===== config.mk =====
export PLATFORM = sky130hd
export DESIGN_NAME = msbf_top
export DESIGN_NICKNAME = d
export VERILOG_FILES = /design/src/msbf_pkg.sv /design/src/msbf_sync.sv /design/src/msbf_top.sv /design/src/msbf_uart_tx.sv
export SDC_FILE = /design/constraint.sdc
export NUM_CORES = 1
export LEC_CHECK = 0
export BUFFER_PORTS_ARGS = -buffer_cell sky130_fd_sc_hd__buf_2
export CAP_MARGIN = 20
export CORE_AREA = 8 8 158 145
export DETAILED_ROUTE_END_ITERATION = 10
export DIE_AREA = 0 0 166 153
export HOLD_SLACK_MARGIN = 0.08
export PLACE_DENSITY = 0.75
export SLEW_MARGIN = 25
export SYNTH_ARGS = -nofsm -noshare
export SYNTH_HDL_FRONTEND = slang
export SYNTH_SLANG_ARGS = --single-unit

===== constraint.sdc =====
create_clock -name i_clk -period 1.95 [get_ports i_clk]
set_input_delay 0.195 -clock i_clk [delete_from_list [all_inputs] [get_ports i_clk]]
set_output_delay 0.195 -clock i_clk [all_outputs]
set_load 0.03 [all_outputs]

===== src/msbf_pkg.sv =====
// Package for the serial block formatter: codes, layouts, timing.
// Assumes a single 100 MHz system clock.
package msbf_pkg;
  localparam int unsigned CLK_HZ = 100000000;
  localparam int unsigned BAUD = 19230;
  localparam int unsigned BIT_CYC = CLK_HZ / BAUD;
  localparam logic [12:0] BIT_CYC_M1 = 13'(BIT_CYC - 1);
  localparam logic [4:0] PKT_CNT = 5'h11;
  localparam logic [3:0] FRAME_BITS = 4'ha;
  localparam logic [2:0] FLAG_HDR = 3'h3;
  localparam logic [3:0] DIGIT_BASE_HI = 4'h3;
  localparam logic [6:0] CODE_CR = 7'h0d;
  localparam logic [6:0] CODE_LF = 7'h0a;
  localparam logic [6:0] CODE_DIGIT0 = 7'h30;
  localparam int unsigned OPT2_MAIN_OVR_BIT = 3;
  localparam int unsigned OPT2_SUB_OVR_BIT = 2;
  localparam logic [4:0] IDX_RANGE = 5'h00;
  localparam logic [4:0] IDX_MDIG3 = 5'h01;
  localparam logic [4:0] IDX_FUNC = 5'h05;
  localparam logic [4:0] IDX_STATUS = 5'h06;
  localparam logic [4:0] IDX_OPT1 = 5'h07;
  localparam logic [4:0] IDX_OPT2 = 5'h08;
  localparam logic [4:0] IDX_OPT3 = 5'h09;
  localparam logic [4:0] IDX_SDIG3 = 5'h0a;
  localparam logic [4:0] IDX_SRANGE = 5'h0e;
  localparam logic [4:0] IDX_CR = 5'h0f;
  localparam logic [4:0] IDX_LF = 5'h10;
  localparam logic [31:0] AXI_ADDR_CTRL = 32'h00000000;
  localparam logic [31:0] AXI_ADDR_MEAS = 32'h00000004;
  localparam logic [31:0] AXI_ADDR_FLAGS = 32'h00000008;
  localparam logic [31:0] AXI_ADDR_STAT = 32'h0000000c;
  localparam logic [1:0] RESP_OKAY = 2'h0;
  localparam logic [1:0] RESP_SLVERR = 2'h2;

  typedef struct packed {
    logic temp_unit_flag;
    logic temp_mode;
    logic low_battery_flag;
    logic inrush_triggered;
    logic duty_mode;
    logic duty_judge;
    logic dc_mode;
    logic ac_mode;
    logic auto_range;
    logic main_minus;
    logic main_overrange_flag;
    logic sub_overrange_flag;
    logic sub_hz_avail;
    logic maxmin_key;
    logic relative_key;
  } msbf_flags_t;

  typedef struct packed {
    logic [3:0] mdig3;
    logic [3:0] mdig2;
    logic [3:0] mdig1;
    logic [3:0] mdig0;
    logic [3:0] sdig3;
    logic [3:0] sdig2;
    logic [3:0] sdig1;
    logic [3:0] sdig0;
  } msbf_digits_t;

  typedef struct packed {
    logic [2:0] m_range;
    logic [2:0] s_range;
    logic [6:0] func_code;
  } msbf_mode_t;
endpackage : msbf_pkg


===== src/msbf_sync.sv =====
// Three-stage input synchroniser with agreement filter.
// Assumes an asynchronous level arriving from a pin.
module msbf_sync
  import msbf_pkg::*;
(
  input wire logic i_clk,
  input wire logic i_nrst,
  input wire logic i_async,
  output logic o_level
);
  logic [2:0] sh_r;
  logic [2:0] sh_nxt;
  logic lvl_r;
  logic lvl_nxt;

  always_comb begin
    sh_nxt = {sh_r[1:0], i_async};
    lvl_nxt = lvl_r;
    // Accept a change once stages two and three agree
    if (sh_r[1] == sh_r[2]) begin
      lvl_nxt = sh_r[2];
    end
  end

  always_ff @(posedge i_clk) begin
    if (!i_nrst) begin
      sh_r <= 3'h7;
      lvl_r <= 1'h1;
    end else begin
      sh_r <= sh_nxt;
      lvl_r <= lvl_nxt;
    end
  end

  assign o_level = lvl_r;
endmodule : msbf_sync


===== src/msbf_top.sv =====
// Serial data block formatter for a dual-display meter.
// Assumes measurement data from the converter core; registers via AXI4-Lite.
//
// Decided for this implementation: the AXI4-Lite interface to the registers and the register offsets.
module msbf_top
  import msbf_pkg::*;
#(
  parameter logic [12:0] BIT_CYC_M1_P = BIT_CYC_M1
)
(
  input wire logic i_clk,
  input wire logic i_nrst,
  input wire logic i_conv_done,
  input wire logic i_serial_en_n,
  input wire logic i_bar_select_n,
  input wire logic [31:0] s_axi_awaddr,
  input wire logic s_axi_awvalid,
  output logic s_axi_awready,
  input wire logic [31:0] s_axi_wdata,
  input wire logic [3:0] s_axi_wstrb,
  input wire logic s_axi_wvalid,
  output logic s_axi_wready,
  output logic [1:0] s_axi_bresp,
  output logic s_axi_bvalid,
  input wire logic s_axi_bready,
  input wire logic [31:0] s_axi_araddr,
  input wire logic s_axi_arvalid,
  output logic s_axi_arready,
  output logic [31:0] s_axi_rdata,
  output logic [1:0] s_axi_rresp,
  output logic s_axi_rvalid,
  input wire logic s_axi_rready,
  output logic o_serial_out_pin,
  output logic o_busy
);
  typedef enum logic [1:0] {
    MSBF_IDLE = 2'b00,
    MSBF_LOAD = 2'b01,
    MSBF_WAIT = 2'b11
  } msbf_state_t;

  msbf_state_t st_r;
  msbf_state_t st_nxt;
  logic [4:0] idx_r;
  logic [4:0] idx_nxt;
  logic [6:0] pkt_r;
  logic [6:0] pkt_nxt;
  logic [15:0] blocks_r;
  logic [15:0] blocks_nxt;
  logic tx_valid;
  logic tx_ready;
  logic en_lvl;
  logic bar_lvl;

  // Software-written snapshot of the converter's reading
  msbf_mode_t mode_r;
  msbf_mode_t mode_nxt;
  msbf_digits_t dig_r;
  msbf_digits_t dig_nxt;
  msbf_flags_t flg_r;
  msbf_flags_t flg_nxt;

  // AXI slave state
  logic aw_hold_r;
  logic aw_hold_nxt;
  logic [31:0] awaddr_r;
  logic [31:0] awaddr_nxt;
  logic w_hold_r;
  logic w_hold_nxt;
  logic [31:0] wdata_r;
  logic [31:0] wdata_nxt;
  logic [3:0] wstrb_r;
  logic [3:0] wstrb_nxt;
  logic bvalid_r;
  logic bvalid_nxt;
  logic [1:0] bresp_r;
  logic [1:0] bresp_nxt;
  logic rvalid_r;
  logic rvalid_nxt;
  logic [31:0] rdata_r;
  logic [31:0] rdata_nxt;
  logic [1:0] rresp_r;
  logic [1:0] rresp_nxt;

  logic [31:0] meas_word;
  logic [31:0] flags_word;
  logic [31:0] wmerge;
  logic do_write;

  msbf_sync u_en_sync (
    .i_clk(i_clk),
    .i_nrst(i_nrst),
    .i_async(i_serial_en_n),
    .o_level(en_lvl)
  );

  msbf_sync u_bar_sync (
    .i_clk(i_clk),
    .i_nrst(i_nrst),
    .i_async(i_bar_select_n),
    .o_level(bar_lvl)
  );

  msbf_uart_tx #(.BIT_CYC_M1_P(BIT_CYC_M1_P)) u_tx (
    .i_clk(i_clk),
    .i_nrst(i_nrst),
    .i_valid(tx_valid),
    .i_data(pkt_r),
    .o_ready(tx_ready),
    .o_line(o_serial_out_pin)
  );

  function automatic logic [6:0] digit_code(input logic [3:0] d);
    digit_code = {DIGIT_BASE_HI[2:0], d};
  endfunction : digit_code

  // Packet content for a given slot
  function automatic logic [6:0] pkt_for(
    input logic [4:0] idx,
    input msbf_mode_t md,
    input msbf_digits_t dg,
    input msbf_flags_t fl,
    input logic bar_flag
  );
    logic judge;
    logic [6:0] opt2;
    judge = 1'h0;
    opt2 = {FLAG_HDR, 4'h0};
    judge = fl.inrush_triggered | (fl.duty_mode & fl.duty_judge);
    opt2[OPT2_MAIN_OVR_BIT] = fl.main_overrange_flag;
    opt2[OPT2_SUB_OVR_BIT] = fl.sub_overrange_flag;
    case (idx)
      IDX_RANGE: pkt_for = {4'h6, md.m_range};
      5'h01: pkt_for = digit_code(dg.mdig3);
      5'h02: pkt_for = digit_code(dg.mdig2);
      5'h03: pkt_for = digit_code(dg.mdig1);
      5'h04: pkt_for = digit_code(dg.mdig0);
      IDX_FUNC: pkt_for = md.func_code;
      IDX_STATUS: pkt_for = {FLAG_HDR,
        fl.temp_unit_flag & fl.temp_mode,
        fl.low_battery_flag, judge, bar_flag};
      IDX_OPT1: pkt_for = {FLAG_HDR, fl.dc_mode, fl.ac_mode,
        fl.auto_range, fl.main_minus};
      IDX_OPT2: pkt_for = opt2;
      IDX_OPT3: pkt_for = {FLAG_HDR, 3'h0, fl.sub_hz_avail
        & ~fl.maxmin_key & ~fl.relative_key};
      5'h0a: pkt_for = digit_code(dg.sdig3);
      5'h0b: pkt_for = digit_code(dg.sdig2);
      5'h0c: pkt_for = digit_code(dg.sdig1);
      5'h0d: pkt_for = digit_code(dg.sdig0);
      IDX_SRANGE: pkt_for = {4'h6, md.s_range};
      IDX_CR: pkt_for = CODE_CR;
      IDX_LF: pkt_for = CODE_LF;
      default: pkt_for = CODE_LF;
    endcase
  endfunction : pkt_for

  // Block sequencer
  always_comb begin
    st_nxt = st_r;
    idx_nxt = idx_r;
    pkt_nxt = pkt_r;
    blocks_nxt = blocks_r;
    tx_valid = 1'h0;
    case (st_r)
      MSBF_IDLE: begin
        if (i_conv_done && !en_lvl && tx_ready) begin
          idx_nxt = 5'h0;
          st_nxt = MSBF_LOAD;
        end
      end
      MSBF_LOAD: begin
        pkt_nxt = pkt_for(idx_r, mode_r, dig_r, flg_r, ~bar_lvl);
        st_nxt = MSBF_WAIT;
      end
      MSBF_WAIT: begin
        tx_valid = 1'h1;
        if (tx_ready) begin
          if (idx_r == PKT_CNT - 5'h1) begin
            st_nxt = MSBF_IDLE;
            blocks_nxt = blocks_r + 16'h1;
          end else begin
            idx_nxt = idx_r + 5'h1;
            st_nxt = MSBF_LOAD;
          end
        end
      end
      default: st_nxt = MSBF_IDLE;
    endcase
  end

  always_ff @(posedge i_clk) begin
    if (!i_nrst) begin
      st_r <= MSBF_IDLE;
      idx_r <= 5'h0;
      pkt_r <= 7'h7f;
      blocks_r <= 16'h0;
    end else begin
      st_r <= st_nxt;
      idx_r <= idx_nxt;
      pkt_r <= pkt_nxt;
      blocks_r <= blocks_nxt;
    end
  end

  // Busy until the last stop bit is out
  assign o_busy = (st_r != MSBF_IDLE) || !tx_ready;

  // Register views
  assign meas_word = dig_r;
  assign flags_word = {17'h0, flg_r};

  always_comb begin
    wmerge = 32'h0;
    for (int b = 0; b < 4; b++) begin
      wmerge[b*8 +: 8] = wstrb_r[b] ? wdata_r[b*8 +: 8] : 8'h0;
    end
  end

  // AXI write and read channels
  always_comb begin
    aw_hold_nxt = aw_hold_r;
    awaddr_nxt = awaddr_r;
    w_hold_nxt = w_hold_r;
    wdata_nxt = wdata_r;
    wstrb_nxt = wstrb_r;
    bvalid_nxt = bvalid_r;
    bresp_nxt = bresp_r;
    rvalid_nxt = rvalid_r;
    rdata_nxt = rdata_r;
    rresp_nxt = rresp_r;
    mode_nxt = mode_r;
    dig_nxt = dig_r;
    flg_nxt = flg_r;
    do_write = aw_hold_r && w_hold_r && !bvalid_r;
    if (s_axi_awvalid && !aw_hold_r) begin
      aw_hold_nxt = 1'h1;
      awaddr_nxt = s_axi_awaddr;
    end
    if (s_axi_wvalid && !w_hold_r) begin
      w_hold_nxt = 1'h1;
      wdata_nxt = s_axi_wdata;
      wstrb_nxt = s_axi_wstrb;
    end
    if (do_write) begin
      aw_hold_nxt = 1'h0;
      w_hold_nxt = 1'h0;
      bvalid_nxt = 1'h1;
      bresp_nxt = RESP_OKAY;
      case (awaddr_r)
        AXI_ADDR_CTRL: mode_nxt = msbf_mode_t'(wmerge[12:0]);
        AXI_ADDR_MEAS: dig_nxt = msbf_digits_t'(wmerge);
        AXI_ADDR_FLAGS: flg_nxt = msbf_flags_t'(wmerge[14:0]);
        AXI_ADDR_STAT: bresp_nxt = RESP_OKAY;
        default: bresp_nxt = RESP_SLVERR;
      endcase
    end
    if (bvalid_r && s_axi_bready) begin
      bvalid_nxt = 1'h0;
    end
    if (s_axi_arvalid && !rvalid_r) begin
      rvalid_nxt = 1'h1;
      rresp_nxt = RESP_OKAY;
      case (s_axi_araddr)
        AXI_ADDR_CTRL: rdata_nxt = {19'h0, mode_r};
        AXI_ADDR_MEAS: rdata_nxt = meas_word;
        AXI_ADDR_FLAGS: rdata_nxt = flags_word;
        AXI_ADDR_STAT: rdata_nxt = {blocks_r, 9'h0, idx_r, ~bar_lvl,
          o_busy};
        default: begin
          rdata_nxt = 32'h0;
          rresp_nxt = RESP_SLVERR;
        end
      endcase
    end else if (rvalid_r && s_axi_rready) begin
      rvalid_nxt = 1'h0;
    end
  end

  always_ff @(posedge i_clk) begin
    if (!i_nrst) begin
      aw_hold_r <= 1'h0;
      awaddr_r <= 32'h0;
      w_hold_r <= 1'h0;
      wdata_r <= 32'h0;
      wstrb_r <= 4'h0;
      bvalid_r <= 1'h0;
      bresp_r <= 2'h0;
      rvalid_r <= 1'h0;
      rdata_r <= 32'h0;
      rresp_r <= 2'h0;
      mode_r <= '0;
      dig_r <= '0;
      flg_r <= '0;
    end else begin
      aw_hold_r <= aw_hold_nxt;
      awaddr_r <= awaddr_nxt;
      w_hold_r <= w_hold_nxt;
      wdata_r <= wdata_nxt;
      wstrb_r <= wstrb_nxt;
      bvalid_r <= bvalid_nxt;
      bresp_r <= bresp_nxt;
      rvalid_r <= rvalid_nxt;
      rdata_r <= rdata_nxt;
      rresp_r <= rresp_nxt;
      mode_r <= mode_nxt;
      dig_r <= dig_nxt;
      flg_r <= flg_nxt;
    end
  end

  assign s_axi_awready = !aw_hold_r;
  assign s_axi_wready = !w_hold_r;
  assign s_axi_bvalid = bvalid_r;
  assign s_axi_bresp = bresp_r;
  assign s_axi_arready = !rvalid_r;
  assign s_axi_rvalid = rvalid_r;
  assign s_axi_rdata = rdata_r;
  assign s_axi_rresp = rresp_r;
endmodule : msbf_top


===== src/msbf_uart_tx.sv =====
// Serial character sender: start, 7 data LSB first, odd parity, stop.
// Assumes o_ready is sampled before i_valid is raised.
module msbf_uart_tx
  import msbf_pkg::*;
#(
  parameter logic [12:0] BIT_CYC_M1_P = BIT_CYC_M1
)
(
  input wire logic i_clk,
  input wire logic i_nrst,
  input wire logic i_valid,
  input wire logic [6:0] i_data,
  output logic o_ready,
  output logic o_line
);
  logic [9:0] sh_r;
  logic [9:0] sh_nxt;
  logic [3:0] bits_r;
  logic [3:0] bits_nxt;
  logic [12:0] cyc_r;
  logic [12:0] cyc_nxt;
  logic line_r;
  logic line_nxt;

  always_comb begin
    sh_nxt = sh_r;
    bits_nxt = bits_r;
    cyc_nxt = cyc_r;
    line_nxt = line_r;
    if (bits_r == 4'h0) begin
      line_nxt = 1'h1;
      if (i_valid) begin
        sh_nxt = {1'h1, ~^i_data, i_data, 1'h0};
        bits_nxt = FRAME_BITS;
        cyc_nxt = BIT_CYC_M1_P;
        line_nxt = 1'h0;
      end
    end else if (cyc_r == 13'h0) begin
      cyc_nxt = BIT_CYC_M1_P;
      bits_nxt = bits_r - 4'h1;
      sh_nxt = {1'h1, sh_r[9:1]};
      line_nxt = (bits_r == 4'h1) ? 1'h1 : sh_r[1];
    end else begin
      cyc_nxt = cyc_r - 13'h1;
    end
  end

  always_ff @(posedge i_clk) begin
    if (!i_nrst) begin
      sh_r <= 10'h3ff;
      bits_r <= 4'h0;
      cyc_r <= 13'h0;
      line_r <= 1'h1;
    end else begin
      sh_r <= sh_nxt;
      bits_r <= bits_nxt;
      cyc_r <= cyc_nxt;
      line_r <= line_nxt;
    end
  end

  assign o_ready = (bits_r == 4'h0);
  assign o_line = line_r;
endmodule : msbf_uart_tx


Word-level counts from Yosys, hierarchy flattened
Cells that the tools add are included.
- bits in latches: 0
- memories kept: 0
- ROM bits: 0
- flip-flop bits (word level): 234
- bits in writable memories: 0
- output and inout port bits: 43
- input bits: 110
- $mul: 0
- shift operators: 0
- $lt $le $gt $ge: 0
- eq/ne operators: 31
- divide/modulo/power cells: 0
- reduce and logical (&&, ||, !) cells: 38
- bitwise operators: 9
- muxes and demuxes: 32
- add/subtract/negate cells: 4
- operators by type and width (kind ; number):
    $eq A32 B4 Y1 const B ; 4
    $pmux W32 S4 ; 1
    $pmux W7 S16 ; 1
    $eq A32 B3 Y1 const B ; 2
    $logic_not A32 Y1 ; 2
    $eq A5 B4 Y1 const B ; 8
    $mux W13 ; 3
    $mux W8 ; 4
    $mux W10 ; 3
    $eq A5 B3 Y1 const B ; 4
    $add A16 B1 Y16 const B ; 1
    $mux W5 ; 3
    $logic_not A13 Y1 ; 1
    $sub A13 B1 Y13 const B ; 1
    $mux W4 ; 3
    $eq A5 B2 Y1 const B ; 2
    $pmux W5 S2 ; 1
    $reduce_and A2 Y1 ; 5
    $logic_and A1 B1 Y1 ; 9
    $mux W1 ; 8
    $mux W2 ; 4
    $ne A2 B2 Y1 const B ; 4
    $reduce_bool A2 Y1 ; 4
    $reduce_or A4 Y1 ; 2
    other kinds (21) ; 34

Logic depth before layout (Yosys ltp)
Gate-level depths: netlist of the first run.
- depth after elaboration: 5
- mapped depth: 9
- depth with buffers taken out: 7

By module
From an unflattened synthesis of the first run, not the netlist that was laid out.
- cell total of the unflattened synthesis: 1222
- area total of the unflattened synthesis: 10427.5 um2
- by module, submodules not included (module ; area each (um2) ; times used ; sequential area each (um2) ; cells each):
    msbf_top ; 8750.9 ; 1 ; 3923.8 ; 1036
    msbf_uart_tx ; 1451.4 ; 1 ; 520.5 ; 166
    msbf_sync ; 112.6 ; 2 ; 80.1 ; 10

Worst setup path after synthesis of the first run
No wires, ideal clock.
- kind: reg2reg
- start point: register u_tx.bits_r[0]
- end point: register rdata_r[0], in the netlist s_axi_rdata[0]
- slack: -0.118 ns
- arrival: 1.941 ns
- setup time: 0.128 ns
- cell stages (with the launch flop): 8
- required time: 1.822 ns
- path through: dfxtp_1 inv_1 ha_1 nor3b_1 nand2_1 mux4_2 a22oi_1 nor2_1
- word-level cells in the longest chain between the ends: 4
- RTL lines (item ; line ; source):
    start: declaration ; msbf_uart_tx.sv:18 ; logic [3:0] bits_r;
    start signal: assignment ; msbf_uart_tx.sv:56 ; bits_r <= bits_nxt;
    $logic_not A4 Y1 ; msbf_uart_tx.sv:62 ; assign o_ready = (bits_r == 4'h0);
    $logic_not A1 Y1 ; msbf_top.sv:207 ; assign o_busy = (st_r != MSBF_IDLE) || !tx_ready;
    $logic_or A1 B1 Y1 ; msbf_top.sv:207 ;
    named net o_busy ; msbf_top.sv:34 ; output logic o_busy
    $pmux W32 S4 ; msbf_top.sv:264 ; case (s_axi_araddr)
    end signal: assignment ; msbf_top.sv:304 ; rdata_r <= rdata_nxt;
    end: declaration ; msbf_top.sv:80 ; logic [31:0] rdata_r;
The timed path passes the listed nets, and every way through them passes these cells.
A chain may end at the register's enable or synchronous reset.

Final worst setup path of the first run
- start point: register awaddr_r[27]
- end point: register dig_r[23] (netlist name)
- word-level cells in the longest chain between the ends: 2
- RTL lines (item ; line ; source):
    start: declaration ; msbf_top.sv:66 ; logic [31:0] awaddr_r;
    start signal: assignment ; msbf_top.sv:297 ; awaddr_r <= awaddr_nxt;
    $eq A32 B3 Y1 ; msbf_top.sv:250 ; case (awaddr_r)
    $reduce_and A2 Y1 (no source line) ; -- ;
    end signal: assignment ; msbf_top.sv:307 ; dig_r <= dig_nxt;
    end: declaration ; msbf_top.sv:58 ; msbf_digits_t dig_r;
No other way between the ends.

==> results of run 1 <==
[worst register-to-register path, cell delays in order, from the launching register on]
cell	delay, ns
sky130_fd_sc_hd__dfxtp_2	0.32
sky130_fd_sc_hd__nor4_2	0.28
sky130_fd_sc_hd__buf_4	0.16
sky130_fd_sc_hd__nand4_1	0.10
sky130_fd_sc_hd__buf_6	0.16
sky130_fd_sc_hd__nor4_4	0.14
sky130_fd_sc_hd__buf_6	0.20
sky130_fd_sc_hd__buf_12	0.15
sky130_fd_sc_hd__buf_16	0.14
sky130_fd_sc_hd__nand3_2	0.08
sky130_fd_sc_hd__a21oi_1	0.20
[power by group through the flow]
stage          logic (mW)  clock network (mW)  registers, mW
2_1_floorplan        2.03                   0           5.29
3_3_place_gp         2.95                   0           5.33
3_5_place_dp         3.00                   0           5.34
4_1_cts              3.17                5.14           5.24
5_1_grt              3.76                5.32           5.35
6_report             3.41                5.08           5.31
[per-stage QoR]
step,instance area (um2),hold WS (ns)
after floorplan,10200,0.294
after global placement,11500,0.378
after detailed placement,11500,0.381
after CTS,13200,0.218
after global routing,13900,0.314
final,13900,0.236
[kinds of logic (layout without fill, tap and decap cells)]
family / Yosys count / in the layout
xor+xnor: 27 / 27
fa+ha+maj: 11 / 11
compound gates: 238 / 238
buf+inv: 100 / 373
simple gates: 499 / 499
other cells: 1 / 4
flops: 230 / 230
mux: 76 / 76
[area by class of cell]
| type | instances | area (um2) | area share |
|---|---|---|---|
| antenna | 2 | 5.00 | 0.000359 |
| clock inverter | 9 | 181 | 0.0130 |
| sequential | 230 | 4610 | 0.331 |
| inverter | 21 | 83.8 | 0.00602 |
| tap | 260 | 325 | 0.0234 |
| timing repair buffer | 309 | 2400 | 0.172 |
| clock buffer | 34 | 708 | 0.0509 |
| multi-input combinational | 853 | 5610 | 0.403 |
[layer usage]
metal / wire (um) / track usage / vias to the layer above
met1: 13600 / 0.302 / 4664
met2: 14800 / 0.361 / 468
li1: - / - / 4649
met4: 1240 / 0.0731 / 0
met3: 2460 / 0.0456 / 92
met5: 0 / 0 / -
[repair_timing]
item / 4_1_cts / 5_1_grt
hold buffers: 79 / 0
pin swaps: 3 / 26
cloned: 2 / 6
gates resized for setup: 4 / 101
endpoints found under the setup margin: 26 / 112
hold endpoints to repair: 81 / 0
setup buffers: 2 / 5
[cell usage in the layout, fill, tap and decap left out, drive strengths merged, types with 18 or more instances in the layout]
master       count
a22oi           20
nand3           40
nand2b          31
mux2i           65
nor4            31
dfxtp          230
a21oi          121
buf            224
o21ai           37
dlygate4sd3     79
and2            18
inv             21
clkbuf          40
nor2           131
nand2          184
[sequential cells by signal (all words and copies together) (netlist names), 5 cells and up]
name and flops:
wdata_r 32, u_tx.cyc_r 13, blocks_r 16, dig_r 32
idx_r 5, awaddr_r 32, flags_word 15, s_axi_rdata 32
u_tx.sh_r 8, pkt_r 7, mode_r 13
[path summary, 6_finish.rpt]
path | start | end | slack, ns | depth (start not counted)
max | awaddr_r[27]$_SDFFE_PN0P_ | dig_r[23]$_SDFFE_PN0P_ | -0.05 | 10
min | s_axi_araddr[12] | s_axi_rdata[15]$_SDFFE_PN0P_ | 0.24 | 6
max reg2reg | awaddr_r[27]$_SDFFE_PN0P_ | dig_r[23]$_SDFFE_PN0P_ | -0.05 | 10
min reg2reg | u_en_sync.sh_r[0]$_SDFF_PN1_ | u_en_sync.sh_r[1]$_SDFF_PN1_ | 0.41 | 1
==> metrics list, run 1 <==
* Summed negative setup slack over all endpoints: -0.383 ns
- For this design the static power due to leakage is roughly 5.4 nW.
- Summing internal, switching and leakage power gives approximately 14 mW.
* Yosys warns: 0
- Cell internal power dissipation: 9.74 mW
- Number of different library cells in the post-synthesis netlist: 65
- Fillers: around 1500
* Pin count of the biggest net entering global routing: 52
- H-tree depth: 1
- After detailed routing, the number of vias per cell comes to roughly 5.7.
- The initialized floorplan defines 50 standard-cell rows.
* Area of the placeable core: 20300 um2
- After technology mapping, the gate count stands at 1182.
* Complex-gate fraction of the synthesized area: 0.143
- Run status: finished, violations left
* Finished Layout Cells: 1718
* Max stage delay cell, worst path: sky130_fd_sc_hd__dfxtp_2
- The number of failing hold endpoints at the final stage came to 0.
- Post-Synth Simple-Gate Area: 0.239
* Wire length of the first global-routing pass: roughly 48000 um
- Clock tree synthesis selected as its root buffer the cell sky130_fd_sc_hd__clkbuf_16.
* Worst Hold Class: primary input to flip-flop
- The critical path contains buffers and inverters numbering 5 combined.
* Mux cell area share after synthesis: 0.0843
- Initial core utilization: 0.498
- Arrival time at the worst endpoint: approximately 2.5 ns
* Die W: 166 um
- For this run, the total global-route usage over all layers was measured as 0.226.
* Pre-Repair DR Iteration Count: 8
- Max stage delay on crit path: 0.32 ns
- Violation count after the first detailed-route iteration: 823
* Area of the die: around 25000 um2
* Most Frequent Cell on Critical Path: sky130_fd_sc_hd__buf_6
- Summed instance area of the synthesized netlist: 10100 um2
* Number of buffers between clock root and the deepest sink: 3
- Sum of net half-perimeters after detailed placement: 20200 um
* Worst Clk Skew: around 0.029 ns
- In this run the power spent charging and discharging nets is just over 4 mW.
- In the post-route analysis, the smallest setup slack over all paths is -0.0525 ns.
- The initial antenna violation count came to 2.
- Setup repair after global routing missed its margin: yes
* Actual transition at the worst max-transition pin: 0.721 ns
- Clock latency on the worst-skew pair, taken at its later pin, is ~0.53 ns.
- Once detail routing completed, the nets flagged for antenna violations numbered 0.
* Total wire length after detailed routing: around 32000 um
* Average cell area after synthesis: 8.56 um2
- Cell types with the largest area share after synthesis: sky130_fd_sc_hd__dfxtp_1 45%, sky130_fd_sc_hd__nand2_1 6.8%, sky130_fd_sc_hd__mux2i_1 6.4%
- Largest voltage drop on the vdd net: 0.703 mV
* Share of power burned in registers: 0.385
- Of the total synthesized cell area, the portion taken by full adders, half adders and majority gates is 0.0136.
* TritonCTS clock tree: built
* Dominant register cell in the synthesized netlist: sky130_fd_sc_hd__dfxtp_1
- The worst setup path is launched from a flip-flop.
- For the worst setup path, the data required time is around 2.4 ns.
- Category of the worst setup path capture point: flip-flop
* Vias in the first global route: 9101
* Setup Viol. Count Final: 21
* Cell family with the largest share of critical-path delay: buffers and inverters
- Counting instances in the post-synthesis netlist gives the leading cell types as 230 x sky130_fd_sc_hd__dfxtp_1, 183 x sky130_fd_sc_hd__nand2_1, 131 x sky130_fd_sc_hd__nor2_1.
- Port buffering added 150 buffers.
* DRC violations left: 0
- The largest total area in the synthesized netlist belongs to sky130_fd_sc_hd__dfxtp_1.
- The tool flagged a number of max-cap violations equal to 0.
- Measured on the finished design, the core utilization comes to 0.685.
- In this run the tightest slew margin relative to its limit is 0.519.
* Growth of design area from synthesis to finish: 37.5%
* Power density over the cells: 991 nW/um2
* Async S/R FF share, synth: 0
* Type of the worst setup path: flip-flop to flip-flop
- Register clock-pin slew on the reported worst setup and hold paths: 0.07 ns
- Max Fanout on Critical Path: 7
* Ratio of cells with drive above 1 in the final layout: 0.260
* Post-detailed-route wirelength per cell: 18.7 um
- Post-synthesis sequential area ratio: 0.455
* Boundary Pins: about 150
- Combinational group share of total power: 0.247
* Total gr overflow: 0
- The net count of the finished layout is 1560.
- Max-slew violation total from the final report: 0
- Vias: slightly below 10000
- Most numerous cell in the Yosys netlist: sky130_fd_sc_hd__dfxtp_1
- The share of synthesized area in the top cell type comes to 0.455.
- The critical path goes through nor4_2 -> buf_4 -> nand4_1 -> buf_6 -> nor4_4 -> buf_6 -> buf_12 -> buf_16 -> nand3_2 -> a21oi_1.
- Period utilisation layout: 1.03
* Clock tree sinks: 230
* Register bit count reported by yosys: 230
- Counting flops with a built-in enable in the synthesized netlist gives 0.
- Overall die height: 153 um
- Violated checks: negative setup slack
* Placed cell count: ~1600
- Of the total power, the share spent switching nets is 0.295.
- Of the total synthesized cell area, the portion taken by XOR and XNOR cells is 0.0234.
* Max Fclk: 499 MHz
- Routability congestion estimate from global placement: 0.931
* Number of buffers inserted during clock tree synthesis: 24
- Before CTS, the worst setup slack after placement is -0.0725 ns.
- For the finished layout, the period the worst path requires is 2.00 ns.
- Clock share of power: 0.368
* Combinational family with the most area after synthesis: simple AND/OR/NAND/NOR gates
Power figures use the tool's default switching activity.
==> inputs of run 2 (changes only) <==
--- a/config.mk
+++ b/config.mk
@@ -11,4 +11,5 @@
 export DETAILED_ROUTE_END_ITERATION = 10
 export DIE_AREA = 0 0 166 153
+export GPL_ROUTABILITY_DRIVEN = 0
 export HOLD_SLACK_MARGIN = 0.08
 export PLACE_DENSITY = 0.75
==> constraint.sdc (replaced) <==
create_clock -name i_clk -period 1.95 [get_ports i_clk]
set_input_delay 0.0975 -clock i_clk [delete_from_list [all_inputs] [get_ports i_clk]]
set_output_delay 0.0975 -clock i_clk [all_outputs]
set_load 0.03 [all_outputs]
==> run 2 against run 1 <==
Compared with the run above:
- the flow still finishes with violations (negative setup slack)
- register-to-register slack improved by 0.04 ns
- critical path depth fell by 2
- via count fell by 3.6%
- combinational power fell by 1%
- final area fell by 3.6%
==> metrics list, run 2 (same netlist as run 1, synthesis figures left out) <==
- The total number of placement rows was 50 (unchanged).
- The placed wire-length estimate after detailed placement is 19900 um (-1.4%).
- In the layout the commonest cells are 223 x sky130_fd_sc_hd__dfxtp_1, 182 x sky130_fd_sc_hd__nand2_1, 150 x sky130_fd_sc_hd__buf_2.
* MaxCap Viol Count: 0 (unchanged)
- Cell-by-cell trace of the critical path: nor4_4 -> nand4_1 -> buf_6 -> nor4b_4 -> buf_4 -> buf_12 -> mux2i_1 -> nor2_1
* Worst rel slew slack: 0.596 (+0.0773)
- Number of buffers and inverters on the critical path: 3 (-2)
- The initial antenna violation count came to 2 (unchanged).
- The clock sink total is 230 (unchanged).
* Post-detailed-route wirelength per cell: 17.5 um (-6.5%)
* Max Fanout on Critical Path: 7 (unchanged)
- The max-slew violation count came to 0 (unchanged).
- The x dimension of the die was 166 um (unchanged).
- Number of buffers inserted during clock tree synthesis: 24 (unchanged)
* IO buf count: 150 (unchanged)
- Pin count of the biggest net entering global routing: 90 (+73%)
* Final worst setup slack: -0.0116 ns (+0.0410 ns)
- The worst setup path is captured at a flip-flop.
- Ratio of cells with drive above 1 in the final layout: 0.226 (-0.0345)
- The number of I/O pins came to 153 (unchanged).
- Final net count: 1561 (+0.064%)
* Worst Hold Class: primary input to flip-flop
* Summed negative setup slack over all endpoints: -0.0123 ns (+0.371 ns)
* Growth of design area from synthesis to finish: 32.5%
- The number of failing hold endpoints at the final stage is 0 (unchanged).
- Worst Clk Skew: 0.0125 ns (-0.0168 ns)
- The library cell used most frequently in the layout, excluding fill and tap cells, is sky130_fd_sc_hd__dfxtp_1.
- The die outline area was 25400 um2 (unchanged).
- Overall die height: 153 um (unchanged)
* Area of the placeable core: 20300 um2 (unchanged)
- Placed cell count: 1581 (+0.13%)
- Antenna viol nets, final: 0 (unchanged)
* Run status: finished, violations left
- Actual transition at the worst max-transition pin: 0.605 ns (-0.116 ns)
- The total routing usage reported by global routing was 0.219 (-0.00747).
- The DRC marker count from the first detailed-route iteration came to 843 (+2.4%).
* Power density over the cells: 965 nW/um2 (-2.6%)
* TritonCTS clock tree: built
* Max stage delay on crit path: 0.35 ns (+0.03 ns)
- Clock tree root driver cell: sky130_fd_sc_hd__clkbuf_16
* Period utilisation layout: 1.01 (-0.0210)
* Max stage delay cell, worst path: sky130_fd_sc_hd__dfxtp_2
* Vias: 9518 (-3.6%)
- Among cell families on the critical path, the largest total delay comes from simple AND/OR/NAND/NOR gates.
* Core occupancy in the finished layout: 0.660 (-0.0249)
- Max Fclk: 510 MHz (+2.1%)
- Required arrival time at the worst endpoint: 2.33 ns (-0.08 ns)
- DRC violations left: 0 (unchanged)
- The post-detailed-routing wire length was 30100 um (-6.5%).
* Total gr overflow: 0 (unchanged)
- The static leakage came to 5.28 nW (-2.1%).
* Vias in the first global route: 9301 (+2.2%)
- Critical path startpoint category: flip-flop
* H-tree depth: 1 (unchanged)
- The first-pass GRT wire length was 47000 um (-1.8%).
* Register clock-pin slew on the reported worst setup and hold paths: 0.06 ns (about the same)
* Pre-Repair DR Iteration Count: 7 (-1)
* Type of the worst setup path: flip-flop to flip-flop
* Skew-Pair Late Insertion Delay: 0.52 ns (about the same)
- Arrival time at the worst endpoint: 2.34 ns (-0.12 ns)
* Violated checks: negative setup slack
* Via density per instance: 5.54 (-3.7%)
- The minimum clock period after layout is 1.96 ns (-0.0410 ns).
* Finished Layout Cells: 1719 (+0.058%)
* Setup repair after global routing missed its margin: yes
- Initial core utilization: 0.498 (unchanged)
- The worst IR drop on VDD was 0.570 mV (-19%).
- The setup violation total in the final timing report came to 2 (-90%).
* Number of buffers between clock root and the deepest sink: 3 (unchanged)
* Pre-CTS worst setup slack: -0.0282 ns (+0.0443 ns)
run 2: changes by cell type in the layout (fill, tap and decap cells not counted), sizes merged:
cell	before	now
clkinv	4	6
dlygate4sd3	79	81
bufinv	5	0
buf	224	225
clkbuf	40	41
run 2: layout make-up:
type / instances / area [um2]
multi-input combinational: 853 / 5340
tap: 260 / 325
inverter: 21 / 83.8
fill: 1610 / 6910
sequential: 230 / 4610
timing repair buffer: 310 / 2320
antenna: 2 / 5.00
clock inverter: 6 / 30.0
clock buffer: 37 / 701
run 2: what timing repair did:
| action | in CTS | in global routing |
|---|---|---|
| setup endpoints to repair | 29 | 87 |
| gates resized for setup | 6 | 51 |
| buffers inserted | 2 | 5 |
| hold buffers | 81 | 0 |
| pin swaps | 2 | 26 |
| cloned | 1 | 5 |
| hold endpoints to repair | 119 | 0 |
run 2: power by group:
| part | internal (mW) | switching, mW |
|---|---|---|
| registers | 4.99 | 0.303 |
| logic | 1.55 | 1.81 |
| clock network | 2.46 | 1.83 |
run 2: worst paths after layout:
path                                              startpoint                            to  slack, ns  cells after the start
worst max-delay path               awaddr_r[30]$_SDFFE_PN0P_        mode_r[6]$_SDFFE_PN0P_      -0.01                      8
worst min-delay path                        s_axi_araddr[25]  s_axi_rdata[15]$_SDFFE_PN0P_       0.11                      6
worst max register to register     awaddr_r[30]$_SDFFE_PN0P_        mode_r[6]$_SDFFE_PN0P_      -0.01                      8
worst min register to register  u_en_sync.sh_r[0]$_SDFF_PN1_  u_en_sync.sh_r[1]$_SDFF_PN1_       0.41                      1
run 2: worst reg2reg max path: stages, from the launching register on:
cell                      delay (ns)
sky130_fd_sc_hd__dfxtp_2        0.35
sky130_fd_sc_hd__nor4_4         0.32
sky130_fd_sc_hd__nand4_1        0.17
sky130_fd_sc_hd__buf_6          0.17
sky130_fd_sc_hd__nor4b_4        0.23
sky130_fd_sc_hd__buf_4          0.17
sky130_fd_sc_hd__buf_12         0.14
sky130_fd_sc_hd__mux2i_1        0.21
sky130_fd_sc_hd__nor2_1         0.08
run 2: metrics by stage:
| stage | hold WS (ns) | total power, mW | area (um2) |
|---|---|---|---|
| after floorplan | 0.197 | 7.32 | 10200 |
| after global placement | 0.282 | 8.27 | 11500 |
| after detailed placement | 0.286 | 8.34 | 11500 |
| after CTS | 0.110 | 12.8 | 13100 |
| after global routing | 0.173 | 13.6 | 13400 |
| final | 0.112 | 13.0 | 13400 |
run 2: routing by layer:
layer  vias up  GRT usage  wire length [um]
met5         -     0.0197                64
met4         2     0.0653               762
met3        61     0.0463              2220
met2       369      0.349             13700
met1      4447      0.291             13300
li1       4639          -                 -
==> inputs of run 3 (changes only) <==
- TNS_END_PERCENT: unset -> 1
==> run 3 against run 2 <==
Compared with the run above:
- combinational power is 1% higher
- the run now ends clean
- register-to-register slack better by 0.03 ns
- largest power group unchanged
- largest cell class unchanged
- flip-flop and latch count stayed put
- sequential power is 0.8% lower
- non-clock buffer count is 9 lower
==> metrics list, run 3 (same netlist as run 1, synthesis figures left out) <==
- Largest voltage drop on the vdd net: 0.560 mV (-1.7%)
* Category of the worst setup path capture point: flip-flop
* Tmin final: 1.93 ns (-0.0304 ns)
* Number of antenna violations at the first check in global routing: 2 (unchanged)
* Via density per instance: 5.60 (+1.1%)
- The number of I/O pins is 153 (unchanged).
- Most common cell after layout, fill and taps aside: sky130_fd_sc_hd__dfxtp_1
* Initial core utilization: 0.498 (unchanged)
- Number of buffers between clock root and the deepest sink: 3 (unchanged)
* Clock tree sinks: 230 (unchanged)
- Ratio of cells with drive above 1 in the final layout: 0.224 (-0.00167)
- Global routing usage on met2: 0.344 (-0.00570)
* Growth of design area from synthesis to finish: 32.4%
- TritonCTS built the clock tree.
* Worst Clk Skew: 0.0142 ns (+0.00170 ns)
* Critical path startpoint category: flip-flop
- The maximum level of the CTS H-tree was 1 (unchanged).
- The x dimension of the die came to 166 um (unchanged).
- Sum of net half-perimeters after detailed placement: 19600 um (-1.2%)
- Overall die height: 153 um (unchanged)
- Cell-by-cell trace of the critical path: nor4_4 -> buf_4 -> nand4_1 -> buf_6 -> nor4_4 -> buf_6 -> clkbuf_16 -> mux2i_1 -> nor2_1
- The fraction of met3 tracks used by global routing came to 0.0471 (+0.000772).
* Type of the worst setup path: flip-flop to flip-flop
- The maximum net fanout on the critical path was 13 (+6).
- The number of placed instances, taps included came to 1579 (-0.13%).
- Setup repair after global routing could not meet its margin everywhere.
* Met1 Usage GRT: 0.286 (-0.00503)
* Pre-CTS worst setup slack: -0.0925 ns (-0.0643 ns)
- Total gr overflow: 0 (unchanged)
- Pin count of the biggest net entering global routing: 82 (-8.9%)
* Area of the placeable core: 20300 um2 (unchanged)
- GR Util All Layers: 0.215 (-0.00350)
- The area after detailed placement was 11400 um2 (-0.27%).
- Max-slew violation total from the final report: 0 (unchanged)
* DRC violations left: 0 (unchanged)
- Finished Layout Cells: 1712 (-0.41%)
- Max Fclk: 518 MHz (+1.6%)
* Setup Viol. Count Final: 0 (-2)
- After global routing, the most crowded layer is met2.
- The final design area excluding fillers came to 13400 um2 (-0.10%).
- Power density over the cells: 1010 nW/um2 (+4.9%)
- Total wire length after detailed routing: 29600 um (-1.6%)
- Commonest non-fill, non-tap cells in the layout: 223 x sky130_fd_sc_hd__dfxtp_1, 182 x sky130_fd_sc_hd__nand2_1, 150 x sky130_fd_sc_hd__buf_2
- Number of buffers inserted during clock tree synthesis: 25 (+4.2%)
* IO buf count: 150 (unchanged)
- P_leak: 5.29 nW (about the same)
- The core utilization of the finished layout was 0.659 (-0.000676).
* Max stage delay on crit path: 0.35 ns (about the same)
- Final worst setup slack: 0.0189 ns (+0.0304 ns)
- The count of maximum capacitance violations came to 0 (unchanged).
- The transition at the pin with the smallest max-transition slack was 0.579 ns (-0.0252 ns).
- Period utilisation layout: 0.990 (-0.0156)
- The insertion delay to the later sink of the worst-skew pair was 0.54 ns (+0.02 ns).
- The total number of placement rows was 50 (unchanged).
- Summed negative setup slack over all endpoints: 0 ns (+0.0123 ns)
* Vias in the first global route: 9166 (-1.5%)
- Run status: finished, final reports clean
* Setup slack on the worst flop-to-flop path: 0.02 ns (+0.03 ns)
* Register clock-pin slew on the reported worst setup and hold paths: 0.06 ns (about the same)
* Antenna viol nets, final: 0 (unchanged)
* Post-detailed-route wirelength per cell: 17.3 um (-1.2%)
- Violation count after the first detailed-route iteration: 950 (+13%)
- The worst slew margin relative to its limit is 0.610 (+0.0136).
- Wire length of the first global-routing pass: 46200 um (-1.9%)
* Pre-Repair DR Iteration Count: 5 (-2)
* Arrival time at the worst endpoint: 2.35 ns (about the same)
* Smallest hold slack: 0.124 ns (+0.0115 ns)
- The required time reported for the critical path endpoint came to 2.37 ns (+0.04 ns).
- Final count of hold timing violations: 0 (unchanged)
* Max stage delay cell, worst path: sky130_fd_sc_hd__dfxtp_2
* Worst Hold Class: primary input to flip-flop
- Design Power: 13.6 mW (+4.8%)
- Area of the die: 25400 um2 (unchanged)
- The via total after detailed routing was 9581 (+0.66%).
- The number of nets in the finished design was 1553 (-0.51%).
- Clock tree root driver cell: sky130_fd_sc_hd__clkbuf_16
* Fillers: 1600 (-0.62%)
## run 3: worst max-delay path, delay by kind of cell (launching register included)
kind / cells / cell delay [ns]
muxes: 1 / 0.18
and+or+nand+nor: 4 / 0.58
buffers and inverters: 4 / 0.70
DFF: 1 / 0.35
## run 3: final timing paths
path / start / end / depth (start not counted)
min: s_axi_araddr[30] / s_axi_rdata[15]$_SDFFE_PN0P_ / 6
max reg2reg: awaddr_r[30]$_SDFFE_PN0P_ / dig_r[2]$_SDFFE_PN0P_ / 9
min reg2reg: u_en_sync.sh_r[0]$_SDFF_PN1_ / u_en_sync.sh_r[1]$_SDFF_PN1_ / 1
max: awaddr_r[30]$_SDFFE_PN0P_ / dig_r[2]$_SDFFE_PN0P_ / 9
## run 3: layout make-up
type	count	area, um2	share of cell area
multi-input combinational	853	5280	0.394
sequential	230	4620	0.344
timing repair buffer	301	2220	0.165
clock buffer	36	747	0.0557
tap	260	325	0.0243
clock inverter	9	129	0.00961
inverter	21	83.8	0.00625
antenna	2	5.00	0.000373
## run 3: power breakdown
part / internal [mW] / switching [mW] / total [mW] / leakage (nW)
clock: 2.95 / 1.95 / 4.90 / 0.422
sequential: 4.99 / 0.273 / 5.26 / 1.87
combinational: 1.57 / 1.84 / 3.41 / 2.99
## run 3: timing repair
item / CTS / global route
hold buffers: 80 / 0
endpoints found under the hold margin: 110 / 0
gates cloned: 1 / 2
pin swaps: 4 / 22
endpoints found under the setup margin: 40 / 98
gates resized for setup: 10 / 40
setup buffers: 1 / 2
## run 3: routing by layer
| metal | share of wire | wire (um) |
|---|---|---|
| met1 | 0.43 | 12700 |
| met2 | 0.47 | 13800 |
| met3 | 0.080 | 2360 |
| met4 | 0.025 | 746 |
| met5 | 0 | 0 |
